$ cat src/rtl/suer_pkg.sv
`default_nettype none
package suer_pkg;
  // Event codes
  localparam logic [31:0] EV_NONE          = 32'h0000_0000;
  localparam logic [31:0] EV_UNIT_RESET    = 32'h0000_0001;
  localparam logic [31:0] EV_ASYNC_NOTICE  = 32'h0000_0002;
  localparam logic [31:0] EV_PARAM_CHANGE  = 32'h0000_0003;
  localparam logic [31:0] EVENTS_LOST_FLAG = 32'h8000_0000;
  // Reset reasons
  localparam logic [31:0] REASON_PRESENT   = 32'h0000_0000;
  localparam logic [31:0] REASON_APPEARED  = 32'h0000_0001;
  localparam logic [31:0] REASON_GONE      = 32'h0000_0002;
  // Sense data
  localparam logic [3:0]  SK_ILLEGAL_REQ   = 4'h5;
  localparam logic [3:0]  SK_UNIT_ATTN     = 4'h6;
  localparam logic [7:0]  ASC_GONE         = 8'h25;
  localparam logic [7:0]  ASCQ_GONE        = 8'h00;
  localparam logic [7:0]  ASC_RESET        = 8'h29;
  localparam logic [7:0]  ASCQ_RESET       = 8'h00;
  localparam logic [7:0]  ASC_APPEARED     = 8'h3F;
  localparam logic [7:0]  ASCQ_APPEARED    = 8'h0E;
  localparam logic [4:0]  INQ_TYPE_OPTICAL = 5'h05;
  // Record layout: 4 + 8 + 4 bytes
  localparam int          REC_BYTES        = 16;
  localparam int          PACE_LEN         = 4;
  // Registers (word addresses are byte offsets)
  localparam logic [7:0]  REG_CTRL         = 8'h00;
  localparam logic [7:0]  REG_STATUS       = 8'h04;
  localparam logic [7:0]  REG_SUBSCR       = 8'h08;
  localparam logic [7:0]  REG_DROPS        = 8'h0C;
  localparam logic [7:0]  REG_SENSE        = 8'h10;
  localparam int          CTRL_HOTPLUG     = 0;
  localparam int          CTRL_PACE        = 1;
  localparam int          CTRL_LOST_NOTE   = 2;
  localparam logic [2:0]  CTRL_RST         = 3'h5;

  typedef enum logic [1:0] {SUER_K_RESET, SUER_K_ASYNC, SUER_K_PARAM} suer_kind_t;
  typedef enum logic [1:0] {SUER_R_PRESENT, SUER_R_APPEARED, SUER_R_GONE} suer_why_t;

  typedef struct packed {
    suer_kind_t  kind;
    suer_why_t   why;
    logic [63:0] unit;
    logic [31:0] detail;
    logic [4:0]  inq_type;
  } suer_evt_t;

  typedef struct packed {
    logic        valid;
    logic [31:0] length;
  } suer_buf_t;

  typedef struct packed {
    logic         valid;
    logic         short_buf;
    logic [127:0] bytes;
  } suer_rec_t;

  typedef struct packed {
    logic        valid;
    logic [63:0] unit;
    logic [3:0]  key;
    logic [7:0]  asc;
    logic [7:0]  ascq;
  } suer_sense_t;
endpackage : suer_pkg
`default_nettype wire

$ cat src/rtl/suer_event_reporter.sv
// Functional notes
// - With no posted buffer, incoming events are dropped, never stored.
// - Optional pacing stalls event source while buffers are missing.
// - Record is LE32 code, 8-byte unit address, LE32 reason.
// - After losses, next delivered record carries bit 31 set.
// - Too-short buffer consumed at once with empty-event code 0.
// - After losses, a new buffer may get an empty record with lost bit.
// - Unit reset/appear/remove use code 1, unit field filled.
// - Reason 0 for reset-but-present, 1 for appeared.
// - Removal reason used when unit can no longer accept commands.
// - Removal and appearance sent only with hot-attach negotiated.
// - Unit 0 removal/appearance may cover whole target; driver rescans.
// - Unit events also mirrored as sense key, asc and ascq.
// - Async notice uses code 2, reason masked by subscriptions.
// - Parameter change uses code 3, asc low byte, ascq next, plus attention.
// - Parameter change never reported for inquiry type 5 units.
// - Legacy mode lays fields out in guest native byte order.
//
// Local design decisions: register access over Wishbone and the register offsets.
`default_nettype none
module suer_event_reporter (
  input  wire logic               clk_i,
  input  wire logic               rst_i,
  // Event source
  input  wire suer_pkg::suer_evt_t evt_i,
  input  wire logic               evt_valid_i,
  output logic                    evt_ready_o,
  // Driver buffer posted on the event queue
  input  wire suer_pkg::suer_buf_t buf_i,
  output logic                    buf_take_o,
  // Completed record written into the buffer
  output suer_pkg::suer_rec_t     rec_o,
  // Sense mirror of unit events
  output suer_pkg::suer_sense_t   sense_o,
  // Legacy byte order (guest big-endian when set)
  input  wire logic               legacy_be_i,
  // Wishbone classic slave
  input  wire logic               wb_cyc_i,
  input  wire logic               wb_stb_i,
  input  wire logic               wb_we_i,
  input  wire logic [7:0]         wb_adr_i,
  input  wire logic [3:0]         wb_sel_i,
  input  wire logic [31:0]        wb_dat_i,
  output logic [31:0]             wb_dat_o,
  output logic                    wb_ack_o
);

  typedef struct packed {
    // Control and subscription
    logic                  hotplug;
    logic                  pace;
    logic                  lost_note;
    logic [31:0]           subscr;
    // Loss tracking and counters
    logic                  lost;
    logic [15:0]           drops;
    logic [31:0]           delivered;
    // Outputs towards the driver
    suer_pkg::suer_rec_t   rec;
    suer_pkg::suer_sense_t sense;
    // Bus answer
    logic                  ack;
    logic [31:0]           rdata;
  } suer_state_t;

  suer_state_t st_r;
  suer_state_t st_nxt;

  // Byte-order swap for one 32-bit word
  function automatic logic [31:0] suer_order(input logic [31:0] w, input logic be);
    logic [31:0] s;
    s = {w[7:0], w[15:8], w[23:16], w[31:24]};
    return be ? s : w;
  endfunction : suer_order

  // Pack code, unit, reason into record bytes, byte 0 in bits 7:0
  function automatic logic [127:0] suer_pack(input logic [31:0] code,
                                            input logic [63:0] unit,
                                            input logic [31:0] why,
                                            input logic        be);
    logic [31:0] c;
    logic [31:0] r;
    c = suer_order(code, be);
    r = suer_order(why, be);
    return {r, unit, c};
  endfunction : suer_pack

  // Saturating drop count, so a flood never wraps to a small number
  function automatic logic [15:0] suer_sat_inc(input logic [15:0] n);
    return (n == 16'hFFFF) ? n : n + 16'h1;
  endfunction : suer_sat_inc

  logic        wb_req;
  logic        buf_ok;
  logic        is_short;
  logic        evt_legal;
  logic        evt_fire;
  logic        evt_take;
  logic [31:0] code;
  logic [31:0] reason;
  logic [31:0] lost_bit;

  assign wb_req   = wb_cyc_i && wb_stb_i && !st_r.ack;
  assign buf_ok   = buf_i.valid;
  assign is_short = buf_i.length < 32'(suer_pkg::REC_BYTES);
  // Loss mark rides on the next record of any kind
  assign lost_bit = st_r.lost ? suer_pkg::EVENTS_LOST_FLAG : suer_pkg::EV_NONE;

  // Hot-attach gate and optical filter
  // Illegal events are taken but leave no record and no loss mark
  always_comb
  begin
    evt_legal = 1'b1;
    if (evt_i.kind == suer_pkg::SUER_K_RESET && evt_i.why != suer_pkg::SUER_R_PRESENT
        && !st_r.hotplug)
      evt_legal = 1'b0;
    if (evt_i.kind == suer_pkg::SUER_K_PARAM && evt_i.inq_type == suer_pkg::INQ_TYPE_OPTICAL)
      evt_legal = 1'b0;
  end

  // Code and reason of the current event
  always_comb
  begin
    code   = suer_pkg::EV_UNIT_RESET;
    reason = suer_pkg::REASON_PRESENT;
    unique case (evt_i.kind)
      suer_pkg::SUER_K_RESET:
      begin
        unique case (evt_i.why)
          suer_pkg::SUER_R_APPEARED: reason = suer_pkg::REASON_APPEARED;
          suer_pkg::SUER_R_GONE:     reason = suer_pkg::REASON_GONE;
          default:                   reason = suer_pkg::REASON_PRESENT;
        endcase
      end
      suer_pkg::SUER_K_ASYNC:
      begin
        code   = suer_pkg::EV_ASYNC_NOTICE;
        // Unsubscribed async bits never reach the driver
        reason = evt_i.detail & st_r.subscr;
      end
      suer_pkg::SUER_K_PARAM:
      begin
        code   = suer_pkg::EV_PARAM_CHANGE;
        reason = {16'h0000, evt_i.detail[15:0]};
      end
      default:
      begin
        code   = suer_pkg::EV_UNIT_RESET;
        reason = suer_pkg::REASON_PRESENT;
      end
    endcase
  end

  // Source held back only when pacing and no buffer
  assign evt_ready_o = buf_ok || !st_r.pace || !evt_legal;
  assign evt_fire    = evt_valid_i && evt_ready_o;
  assign evt_take    = evt_fire && evt_legal;

  always_comb
  begin
    st_nxt           = st_r;
    st_nxt.ack       = wb_req;
    st_nxt.rec.valid = 1'b0;
    st_nxt.sense.valid = 1'b0;
    buf_take_o       = 1'b0;

    if (buf_ok && is_short)
    begin
      // Short buffer eaten at once with an empty record
      buf_take_o           = 1'b1;
      st_nxt.rec.valid     = 1'b1;
      st_nxt.rec.short_buf = 1'b1;
      st_nxt.rec.bytes     = suer_pack(suer_pkg::EV_NONE | lost_bit, 64'h0,
                                       32'h0, legacy_be_i);
      // A legal event offered now finds no usable buffer and is lost
      st_nxt.lost          = evt_take;
      if (evt_take)
        st_nxt.drops = suer_sat_inc(st_r.drops);
      st_nxt.delivered     = st_r.delivered + 32'h1;
    end
    // Normal delivery, or a counted drop when no buffer is posted
    else if (evt_take)
    begin
      if (buf_ok)
      begin
        buf_take_o           = 1'b1;
        st_nxt.rec.valid     = 1'b1;
        st_nxt.rec.short_buf = 1'b0;
        st_nxt.rec.bytes     = suer_pack(code | lost_bit, evt_i.unit, reason,
                                         legacy_be_i);
        st_nxt.lost          = 1'b0;
        st_nxt.delivered     = st_r.delivered + 32'h1;
      end
      else
      begin
        // No buffer: drop, remember the loss
        st_nxt.lost  = 1'b1;
        st_nxt.drops = suer_sat_inc(st_r.drops);
      end
    end
    // Empty record with the loss mark once a buffer comes back
    else if (buf_ok && st_r.lost && st_r.lost_note)
    begin
      buf_take_o           = 1'b1;
      st_nxt.rec.valid     = 1'b1;
      st_nxt.rec.short_buf = 1'b0;
      st_nxt.rec.bytes     = suer_pack(suer_pkg::EV_NONE | suer_pkg::EVENTS_LOST_FLAG,
                                       64'h0, 32'h0, legacy_be_i);
      st_nxt.lost          = 1'b0;
      st_nxt.delivered     = st_r.delivered + 32'h1;
    end

    // Sense mirror, independent of buffer availability
    if (evt_take && evt_i.kind != suer_pkg::SUER_K_ASYNC)
    begin
      st_nxt.sense.valid = 1'b1;
      st_nxt.sense.unit  = evt_i.unit;
      st_nxt.sense.key   = suer_pkg::SK_UNIT_ATTN;
      if (evt_i.kind == suer_pkg::SUER_K_PARAM)
      begin
        st_nxt.sense.asc  = evt_i.detail[7:0];
        st_nxt.sense.ascq = evt_i.detail[15:8];
      end
      else
      begin
        unique case (evt_i.why)
          suer_pkg::SUER_R_GONE:
          begin
            st_nxt.sense.key  = suer_pkg::SK_ILLEGAL_REQ;
            st_nxt.sense.asc  = suer_pkg::ASC_GONE;
            st_nxt.sense.ascq = suer_pkg::ASCQ_GONE;
          end
          suer_pkg::SUER_R_APPEARED:
          begin
            st_nxt.sense.asc  = suer_pkg::ASC_APPEARED;
            st_nxt.sense.ascq = suer_pkg::ASCQ_APPEARED;
          end
          default:
          begin
            st_nxt.sense.asc  = suer_pkg::ASC_RESET;
            st_nxt.sense.ascq = suer_pkg::ASCQ_RESET;
          end
        endcase
      end
    end

    // Register access
    st_nxt.rdata = 32'h0;
    // Writes land on the edge that raises ack
    if (wb_req && wb_we_i)
    begin
      unique case (wb_adr_i)
        suer_pkg::REG_CTRL:
          if (wb_sel_i[0])
          begin
            st_nxt.hotplug   = wb_dat_i[suer_pkg::CTRL_HOTPLUG];
            st_nxt.pace      = wb_dat_i[suer_pkg::CTRL_PACE];
            st_nxt.lost_note = wb_dat_i[suer_pkg::CTRL_LOST_NOTE];
          end
        suer_pkg::REG_SUBSCR:
          for (int i = 0; i < 4; i++)
            if (wb_sel_i[i])
              st_nxt.subscr[i*8 +: 8] = wb_dat_i[i*8 +: 8];
        default: ;
      endcase
    end
    // Read data stands with ack for one cycle
    else if (wb_req)
    begin
      unique case (wb_adr_i)
        suer_pkg::REG_CTRL:   st_nxt.rdata = {29'h0, st_r.lost_note, st_r.pace, st_r.hotplug};
        suer_pkg::REG_STATUS: st_nxt.rdata = {30'h0, buf_ok, st_r.lost};
        suer_pkg::REG_SUBSCR: st_nxt.rdata = st_r.subscr;
        suer_pkg::REG_DROPS:  st_nxt.rdata = {16'h0, st_r.drops};
        suer_pkg::REG_SENSE:  st_nxt.rdata = st_r.delivered;
        default:              st_nxt.rdata = 32'h0;
      endcase
    end
  end

  always_ff @(posedge clk_i)
  begin
    if (rst_i)
    begin
      // Control bits restart at their defaults, all else cleared
      st_r           <= '0;
      st_r.hotplug   <= suer_pkg::CTRL_RST[suer_pkg::CTRL_HOTPLUG];
      st_r.pace      <= suer_pkg::CTRL_RST[suer_pkg::CTRL_PACE];
      st_r.lost_note <= suer_pkg::CTRL_RST[suer_pkg::CTRL_LOST_NOTE];
    end
    else
      st_r <= st_nxt;
  end

  assign rec_o    = st_r.rec;
  assign sense_o  = st_r.sense;
  assign wb_ack_o = st_r.ack;
  assign wb_dat_o = st_r.rdata;

endmodule : suer_event_reporter
`default_nettype wire

$ cat config.mk
export PLATFORM = sky130hd
export DESIGN_NAME = suer_event_reporter
export DESIGN_NICKNAME = d
export VERILOG_FILES = /design/src/rtl/suer_pkg.sv /design/src/rtl/suer_event_reporter.sv
export SDC_FILE = /design/constraint.sdc
export NUM_CORES = 1
export LEC_CHECK = 0
export BUFFER_PORTS_ARGS = -buffer_cell sky130_fd_sc_hd__buf_2
export CAP_MARGIN = 20
export CORE_ASPECT_RATIO = 0.6
export CORE_MARGIN = 4
export CORE_UTILIZATION = 50
export DETAILED_ROUTE_END_ITERATION = 8
export PLACE_DENSITY = 0.78
export SYNTH_ARGS = -nofsm -noshare
export SYNTH_HDL_FRONTEND = slang
export SYNTH_SLANG_ARGS = --single-unit
$ cat constraint.sdc
create_clock -name clk_i -period 4.6 [get_ports clk_i]
set_input_delay 0.92 -clock clk_i [delete_from_list [all_inputs] [get_ports clk_i]]
set_output_delay 0.92 -clock clk_i [all_outputs]
set_load 0.01 [all_outputs]
==> key figures, run 1 <==
Run status
  • Outcome: completed

CTS
  • H-tree depth: 1
  • Clock-pin slew on the worst setup and hold paths: 60 ps
  • Clk root buf: clkbuf_16
  • CTS tree: built
  • Clock latency at the later pin of the worst-skew pair: 550 ps
  • Setup bufs post-CTS: 0
  • Hold-fix buffers, CTS: 0
  • CTS max path bufs: 3
  • CTS resizes: 0
  • Sink Count: 305
  • CTS buffer count: 29

Yosys
  • Commonest register cell after synthesis: dfxtp_1
  • Post-synthesis cell area: 0.0146 sq mm
  • Syn Inst Count: 1709
  • Top-count cell post-synth: dfxtp_1
  • Post-synthesis simple-gate area fraction: 0.191
  • Synth top area share: 0.419
  • Synth Area in Compound Gates: 0.152
  • Ys Warns: 0
  • Largest family of logic cells by synthesized area: simple AND/OR/NAND/NOR gates
  • Sequential fraction of the synthesis area: 0.419
  • Synth cell count leaders: dfxtp_1 (305), buf_4 (247), nor2_1 (206)
  • Post-Synth Adder-Cell Area: 0.00773
  • Number of synthesized flops with an enable pin: 0
  • Post-Synth XOR/XNOR Area: 0
  • Area contributors post-synth: dfxtp_1 (42%), buf_4 (13%), a22oi_1 (6.4%), nor2_1 (5.3%), a21oi_1 (4.8%)
  • Multiplexer area fraction after synthesis: 0.0641
  • Distinct cells, synth: 63
  • Mapped Avg Cell Area: 8.53 sq um
  • Flop and latch count out of synthesis: 305
  • Async S/R FF share, synth: 0
  • Synth area leader: dfxtp_1

Finish
  • Nets: 2030
  • Area delta synth->final: 9.97%
  • Final core occ: 0.558
  • Fillcell total: 2592
  • Share of layout cells above drive strength 1: 0.289
  • Cell area after layout: 0.0160 sq mm

Worst setup path
  • Critical path class: primary input to primary output
  • CP Capture Type: primary output
  • Type of origin of the critical path: primary input
  • Critical Path AT: 2670 ps
  • Required time worst endpoint: 3680 ps
  • Length in cells of the worst reg-to-reg path: 5
  • Max FO, Critical Path: 12

Placed design
  • DP Area: 0.0150 sq mm
  • Pre-CTS setup slack: 772 ps
  • Port buffer count: 407
  • Post-DP HPWL: 33.5 mm
  • Placer Congestion: 0.939

Min path
  • Tightest Hold Check Type: flip-flop to flip-flop
  • Hold Crit Depth: 2

Floorplan
  • Die Y: 140 um
  • Die Area: 0.0320 sq mm
  • FP Rows: 48
  • Core Region: 0.0287 sq mm
  • Top Ports: 439
  • Starting density of the core: 0.508
  • Die Wd: 228 um

Power
  • Leakage power: 6.82 nW
  • Maximum VDD drop: 0.262 mV
  • PwrDens: 361 mW/mm^2

Global routing
  • Global Route Usage Sum: 0.269
  • Vias in the first global route: 12000
  • Largest net degree at the start of global routing: 104
  • First-pass GRT wire length: 69.2 mm
  • Gr ovfl total: 0
  • Antenna violations before repair: 3

Route
  • Final ANT Viol Nets: 0
  • Routed WL: 45.4 mm
  • DR iter-0 viols: 1337
  • DRC violations left: 0
  • DR vias: 12700
  • Via/cell ratio: 5.70
  • Drt wl/cell: 20.3 um
  • Drt first pass iters: 7

STA
  • Setup Total Neg Slack: 0 ps
  • WHS: 449 ps
  • Min cycle time layout: 3590 ps
  • Max_slew headroom: 0.311
  • Final hold violation count: 0
  • Setup violators final: 0
  • Final setup margin: 1010 ps
  • RSZ-0062 raised after global routing: false
  • Slew Limit Fails: 0
  • F_max: 0.279 GHz
  • Fin crit share: 0.780
  • Slew @ Worst Pin: 1030 ps
  • Worst-case clock skew: 9.50 ps

Run
  • Max_cap viols: 0
==> routing by layer <==
| layer | part of all wire | GRT usage | vias to the layer above |
|---|---|---|---|
| li1 | - | - | 5903 |
| met1 | 0.42 | 0.375 | 6024 |
| met2 | 0.43 | 0.403 | 697 |
| met3 | 0.12 | 0.0878 | 85 |
| met4 | 0.031 | 0.0727 | 2 |
| met5 | 0.00029 | 0 | - |
==> final timing paths <==
path                                              start                  endpoint  slack [ps]
worst max-delay path                         evt_i[103]                buf_take_o        1010
worst min-delay path            rec_o[123]$_SDFFE_PP0P_   rec_o[123]$_SDFFE_PP0P_         450
worst max register to register   st_r[331]$_SDFFE_PP1P_  sense_o[17]$_SDFFE_PP0P_        1780
worst min register to register  rec_o[123]$_SDFFE_PP0P_   rec_o[123]$_SDFFE_PP0P_         450
==> stage by stage <==
step / total power [W] / cells
final: 0.00578 / 2231
after global routing: 0.00600 / 2230
after CTS: 0.00581 / 2227
after detailed placement: 0.00339 / 2175
after global placement: 0.00338 / 2175
after floorplan: 0.00323 / 1735
==> flip-flops by register name, indices dropped and copies added (netlist names) <==
register	cells
wb_dat_o	32
rec_o	104
sense_o	84
st_r	84
wb_ack_o	1
==> worst max-delay path: stages <==
cell and delay (ps):
buf_2 110, inv_1 60, ha_1 200, nor2b_4 130
a22oi_2 680, a221oi_1 250, nor2_1 160, buf_2 150
==> cell usage in the layout, fill, tap and decap left out, types with 5 or more instances in the layout <==
cell,synthesis,final
a211oi_1,10,10
a21oi_1,141,141
a221oi_1,5,5
a22oi_1,125,125
and3_1,10,9
buf_2,38,406
buf_4,247,19
clkbuf_1,70,9
clkbuf_16,0,29
conb_1,1,27
dfxtp_1,305,305
ha_1,9,9
inv_1,18,18
mux2_2,27,27
mux2i_1,63,63
nand2_1,178,178
nand2b_1,6,5
nand3_1,50,49
nand4_1,16,16
nor2_1,206,206
nor2b_1,30,30
nor3_1,15,14
nor4_1,13,13
o21ai_0,15,15
o31ai_1,13,13
or3_1,7,7
or3b_2,12,12
or4_1,15,15
==> cell families (layout without fill, tap and decap cells) <==
kind of cell             after synthesis  count (layout)
multiplexers                          90              90
adder cells (fa/ha/maj)                9               9
AO/OA/AOI/OAI                        340             340
flip-flops                           305             305
AND/OR/NAND/NOR                      583             583
other                                  1              30
buffers and inverters                381             499
==> report_power, final <==
group | internal, W | switching, W | total [W] | leakage (nW)
clock | 0.00140 | 0.00104 | 0.00243 | 0.464
combinational | 0.000210 | 0.000380 | 0.000590 | 3.87
sequential | 0.00272 | 0.0000411 | 0.00276 | 2.48
total | 0.00432 | 0.00146 | 0.00578 | 6.82
==> area by class of cell <==
cell class,count,area (sq um),area share
inverters,19,71.3,0.00445
diodes,3,7.51,0.000468
well taps,375,469,0.0293
clock buffers,42,815,0.0508
repair buffers,428,2230,0.139
multi-input cells,1049,6200,0.387
flip-flops and latches,305,6110,0.381
clock inverters,10,135,0.00843
Power figures use the tool's default switching activity.
==> inputs of run 2 (changes only) <==
--- a/config.mk
+++ b/config.mk
@@ -5,13 +5,14 @@
 export SDC_FILE = /design/constraint.sdc
 export NUM_CORES = 1
 export LEC_CHECK = 0
+export ABC_AREA = 1
 export BUFFER_PORTS_ARGS = -buffer_cell sky130_fd_sc_hd__buf_2
 export CAP_MARGIN = 20
 export CORE_ASPECT_RATIO = 0.6
 export CORE_MARGIN = 4
-export CORE_UTILIZATION = 50
+export CORE_UTILIZATION = 47
 export DETAILED_ROUTE_END_ITERATION = 8
-export PLACE_DENSITY = 0.78
+export PLACE_DENSITY = 0.77
 export SYNTH_ARGS = -nofsm -noshare
 export SYNTH_HDL_FRONTEND = slang
 export SYNTH_SLANG_ARGS = --single-unit
==> constraint.sdc (replaced) <==
create_clock -name clk_i -period 3.04 [get_ports clk_i]
set_input_delay 0.608 -clock clk_i [delete_from_list [all_inputs] [get_ports clk_i]]
set_output_delay 0.608 -clock clk_i [all_outputs]
set_load 0.01 [all_outputs]
==> key figures, run 2 <==
Finish
  • Area delta synth->final: 11.1%
  • Fillcell total: 3074 (+19%)
  • Most frequent cells in the layout: nand2_1 (455), buf_2 (407), nor2_1 (357)
  • Max FFs per register: 104 (unchanged)
  • Final core occ: 0.531 (-0.0272)
  • Share of layout cells above drive strength 1: 0.219 (-0.0695)
  • Commonest non-fill, non-tap cell in the layout: nand2_1
  • Nets: 2468 (+22%)

STA
  • RSZ-0062 raised after global routing: false
  • Slew @ Worst Pin: 1050 ps (+12.6 ps)
  • Min cycle time layout: 2680 ps
  • Final hold violation count: 0 (unchanged)
  • Slew Limit Fails: 0 (unchanged)
  • F_max: 0.373 GHz
  • Setup violators final: 0 (unchanged)
  • Setup Total Neg Slack: 0 ps (unchanged)
  • Max_slew headroom: 0.299 (-0.0119)
  • Worst-case clock skew: 23.9 ps (+14.4 ps)
  • Fin crit share: 0.882

Floorplan
  • Die Area: 0.0348 sq mm (+8.5%)
  • Core Region: 0.0312 sq mm (+8.7%)
  • Die Wd: 238 um (+4.2%)
  • Top Ports: 439 (unchanged)
  • Die Y: 146 um (+4.1%)
  • FP Rows: 50 (+4.2%)
  • Starting density of the core: 0.478 (-0.0295)

Global routing
  • Antenna violations before repair: 5 (+2)
  • Vias in the first global route: 13100 (+9.2%)
  • Global Route Usage Sum: 0.267 (-0.00183)
  • Largest net degree at the start of global routing: 97 (-6.7%)
  • Gr ovfl total: 0 (unchanged)
  • First-pass GRT wire length: 74.6 mm (+7.8%)

CTS
  • Clock latency at the later pin of the worst-skew pair: 580 ps (+30 ps)
  • CTS resizes: 0 (unchanged)
  • Sink Count: 305 (unchanged)
  • H-tree depth: 1 (unchanged)
  • Clk root buf: clkbuf_16
  • CTS max path bufs: 3 (unchanged)
  • CTS buffer count: 30 (+3.4%)
  • Hold-fix buffers, CTS: 0 (unchanged)
  • Clock-pin slew on the worst setup and hold paths: 70 ps (about the same)
  • CTS tree: built
  • Setup bufs post-CTS: 0 (unchanged)

Run status
  • Outcome: completed

Worst setup path
  • Max FO, Critical Path: 16 (+4)
  • Length in cells of the worst reg-to-reg path: 9 (+4)
  • R2R Path End: st_r[289]$_SDFFE_PP0P_
  • CP Capture Type: primary output
  • Critical path class: primary input to primary output
  • Reg2Reg Launch Point: st_r[280]$_SDFFE_PP0P_
  • Worst reg2reg setup slack: 840 ps (-940 ps)
  • Critical Path AT: 2070 ps (-600 ps)
  • Required time worst endpoint: 2430 ps (-1250 ps)
  • Type of origin of the critical path: primary input

Yosys
  • Multiplexer area fraction after synthesis: 0 (-0.0641)
  • Synth top area share: 0.409 (-0.00994)
  • Post-Synth Adder-Cell Area: 0.00754 (-0.000183)
  • Largest family of logic cells by synthesized area: simple AND/OR/NAND/NOR gates
  • Flop and latch count out of synthesis: 305 (unchanged)
  • Distinct cells, synth: 40 (-37%)
  • Syn Inst Count: 2128 (+25%)
  • Post-synthesis simple-gate area fraction: 0.269 (+0.0784)
  • Synth Area in Compound Gates: 0.121 (-0.0316)
  • Area contributors post-synth: dfxtp_1 (41%), buf_4 (13%), nand2_1 (11%), nor2_1 (9.0%), a21oi_1 (5.6%)
  • Synth cell count leaders: nand2_1 (456), nor2_1 (357), dfxtp_1 (305)
  • Post-synthesis cell area: 0.0149 sq mm (+2.4%)
  • Post-Synth XOR/XNOR Area: 0.00763 (+0.00763)
  • Async S/R FF share, synth: 0 (unchanged)
  • Mapped Avg Cell Area: 7.02 sq um (-18%)
  • Commonest register cell after synthesis: dfxtp_1
  • Top-count cell post-synth: nand2_1
  • Ys Warns: 0 (unchanged)
  • Sequential fraction of the synthesis area: 0.409 (-0.00994)
  • Number of synthesized flops with an enable pin: 0 (unchanged)
  • Synth area leader: dfxtp_1

Power
  • Maximum VDD drop: 0.397 mV (+52%)
  • Leakage power: 7.54 nW (+11%)
  • PwrDens: 552 mW/mm^2 (+53%)

Min path
  • Tightest Hold Check Type: primary input to flip-flop
  • Hold path endpoint: sense_o[27]$_SDFFE_PP0P_
  • Worst Min Path Start: evt_i[44]
  • Hold Crit Depth: 3 (+1)

Route
  • DR iter-0 viols: 1319 (-1.3%)
  • Via/cell ratio: 5.25 (-7.9%)
  • DRC violations left: 0 (unchanged)
  • Drt first pass iters: 6 (-1)
  • DR vias: 14200 (+12%)
  • Final ANT Viol Nets: 0 (unchanged)
  • Drt wl/cell: 18.2 um (-11%)
  • Routed WL: 49.3 mm (+8.6%)

Placed design
  • Placer Congestion: 0.956 (+1.8%)
  • Post-DP HPWL: 36.7 mm (+9.5%)
  • Port buffer count: 407 (unchanged)

Run
  • Max_cap viols: 0 (unchanged)
run 2: cell count changes after synthesis, moves of 30 or more:
cell,before,now
o21ai_0,15,158
nor2_1,206,357
nand2_1,178,456
nor2b_1,30,0
nand3_1,50,83
a22oi_1,125,0
mux2i_1,63,0
inv_1,18,104
run 2: layout make-up:
class / count / area [sq um] / share of cell area
clock inverter: 14 / 255 / 0.0154
clock buffer: 38 / 791 / 0.0477
multi-input combinational: 1385 / 6150 / 0.371
sequential: 305 / 6110 / 0.368
timing repair buffer: 436 / 2320 / 0.140
antenna: 6 / 15.0 / 0.000906
tap: 416 / 520 / 0.0314
inverter: 112 / 422 / 0.0254
run 2: worst max-delay path, stage by stage:
cell and delay (ps):
buf_2 110, inv_1 60, ha_1 210, nand2_1 70
clkinv_1 50, nand3_1 150, nand4_2 210, nand2_1 140
inv_2 70, nand2_4 180, buf_2 190
run 2: logic make-up after synthesis:
kind of cell,count (synthesis)
adders and majority gates,9
xor gates and xnor gates,13
AOI/OAI and AO/OA,351
buffers and inverters,464
and+or+nand+nor,985
other,1
DFF,305
run 2: stage by stage:
stage | hold slack [ps] | cells | area [sq um] | power [W] | setup slack [ps]
after CTS | 248 | 2706 | 16600 | 0.00919 | 383
after global routing | 265 | 2710 | 16600 | 0.00946 | 281
after detailed placement | 451 | 2654 | 15500 | 0.00521 | 393
final | 260 | 2712 | 16600 | 0.00915 | 359
after global placement | 445 | 2654 | 15500 | 0.00519 | 429
after floorplan | 439 | 2154 | 15000 | 0.00497 | 628
run 2: worst max-delay path by stage:
stage | from | endpoint | slack [ps] | cells after the start
after detailed placement | evt_i[103] | buf_take_o | 390 | 11
after global routing | evt_i[103] | buf_take_o | 280 | 11
after CTS | evt_i[103] | buf_take_o | 380 | 11
after floorplan | evt_i[103] | buf_take_o | 630 | 12
after global placement | evt_i[103] | buf_take_o | 430 | 11
final | evt_i[103] | buf_take_o | 360 | 11
run 2: power by group:
group	internal (W)	leakage, nW	switching [W]	total, W
registers	0.00414	2.48	0.0000692	0.00420
clock network	0.00236	0.501	0.00165	0.00401
logic	0.000320	4.56	0.000615	0.000935
run 2: layer usage:
| metal | GRT usage | up-vias | wire [um] |
|---|---|---|---|
| li1 | - | 6826 | - |
| met1 | 0.376 | 6574 | 20800 |
| met2 | 0.394 | 727 | 20900 |
| met3 | 0.0751 | 98 | 5510 |
| met4 | 0.0957 | 2 | 1990 |
| met5 | 0 | - | 7 |
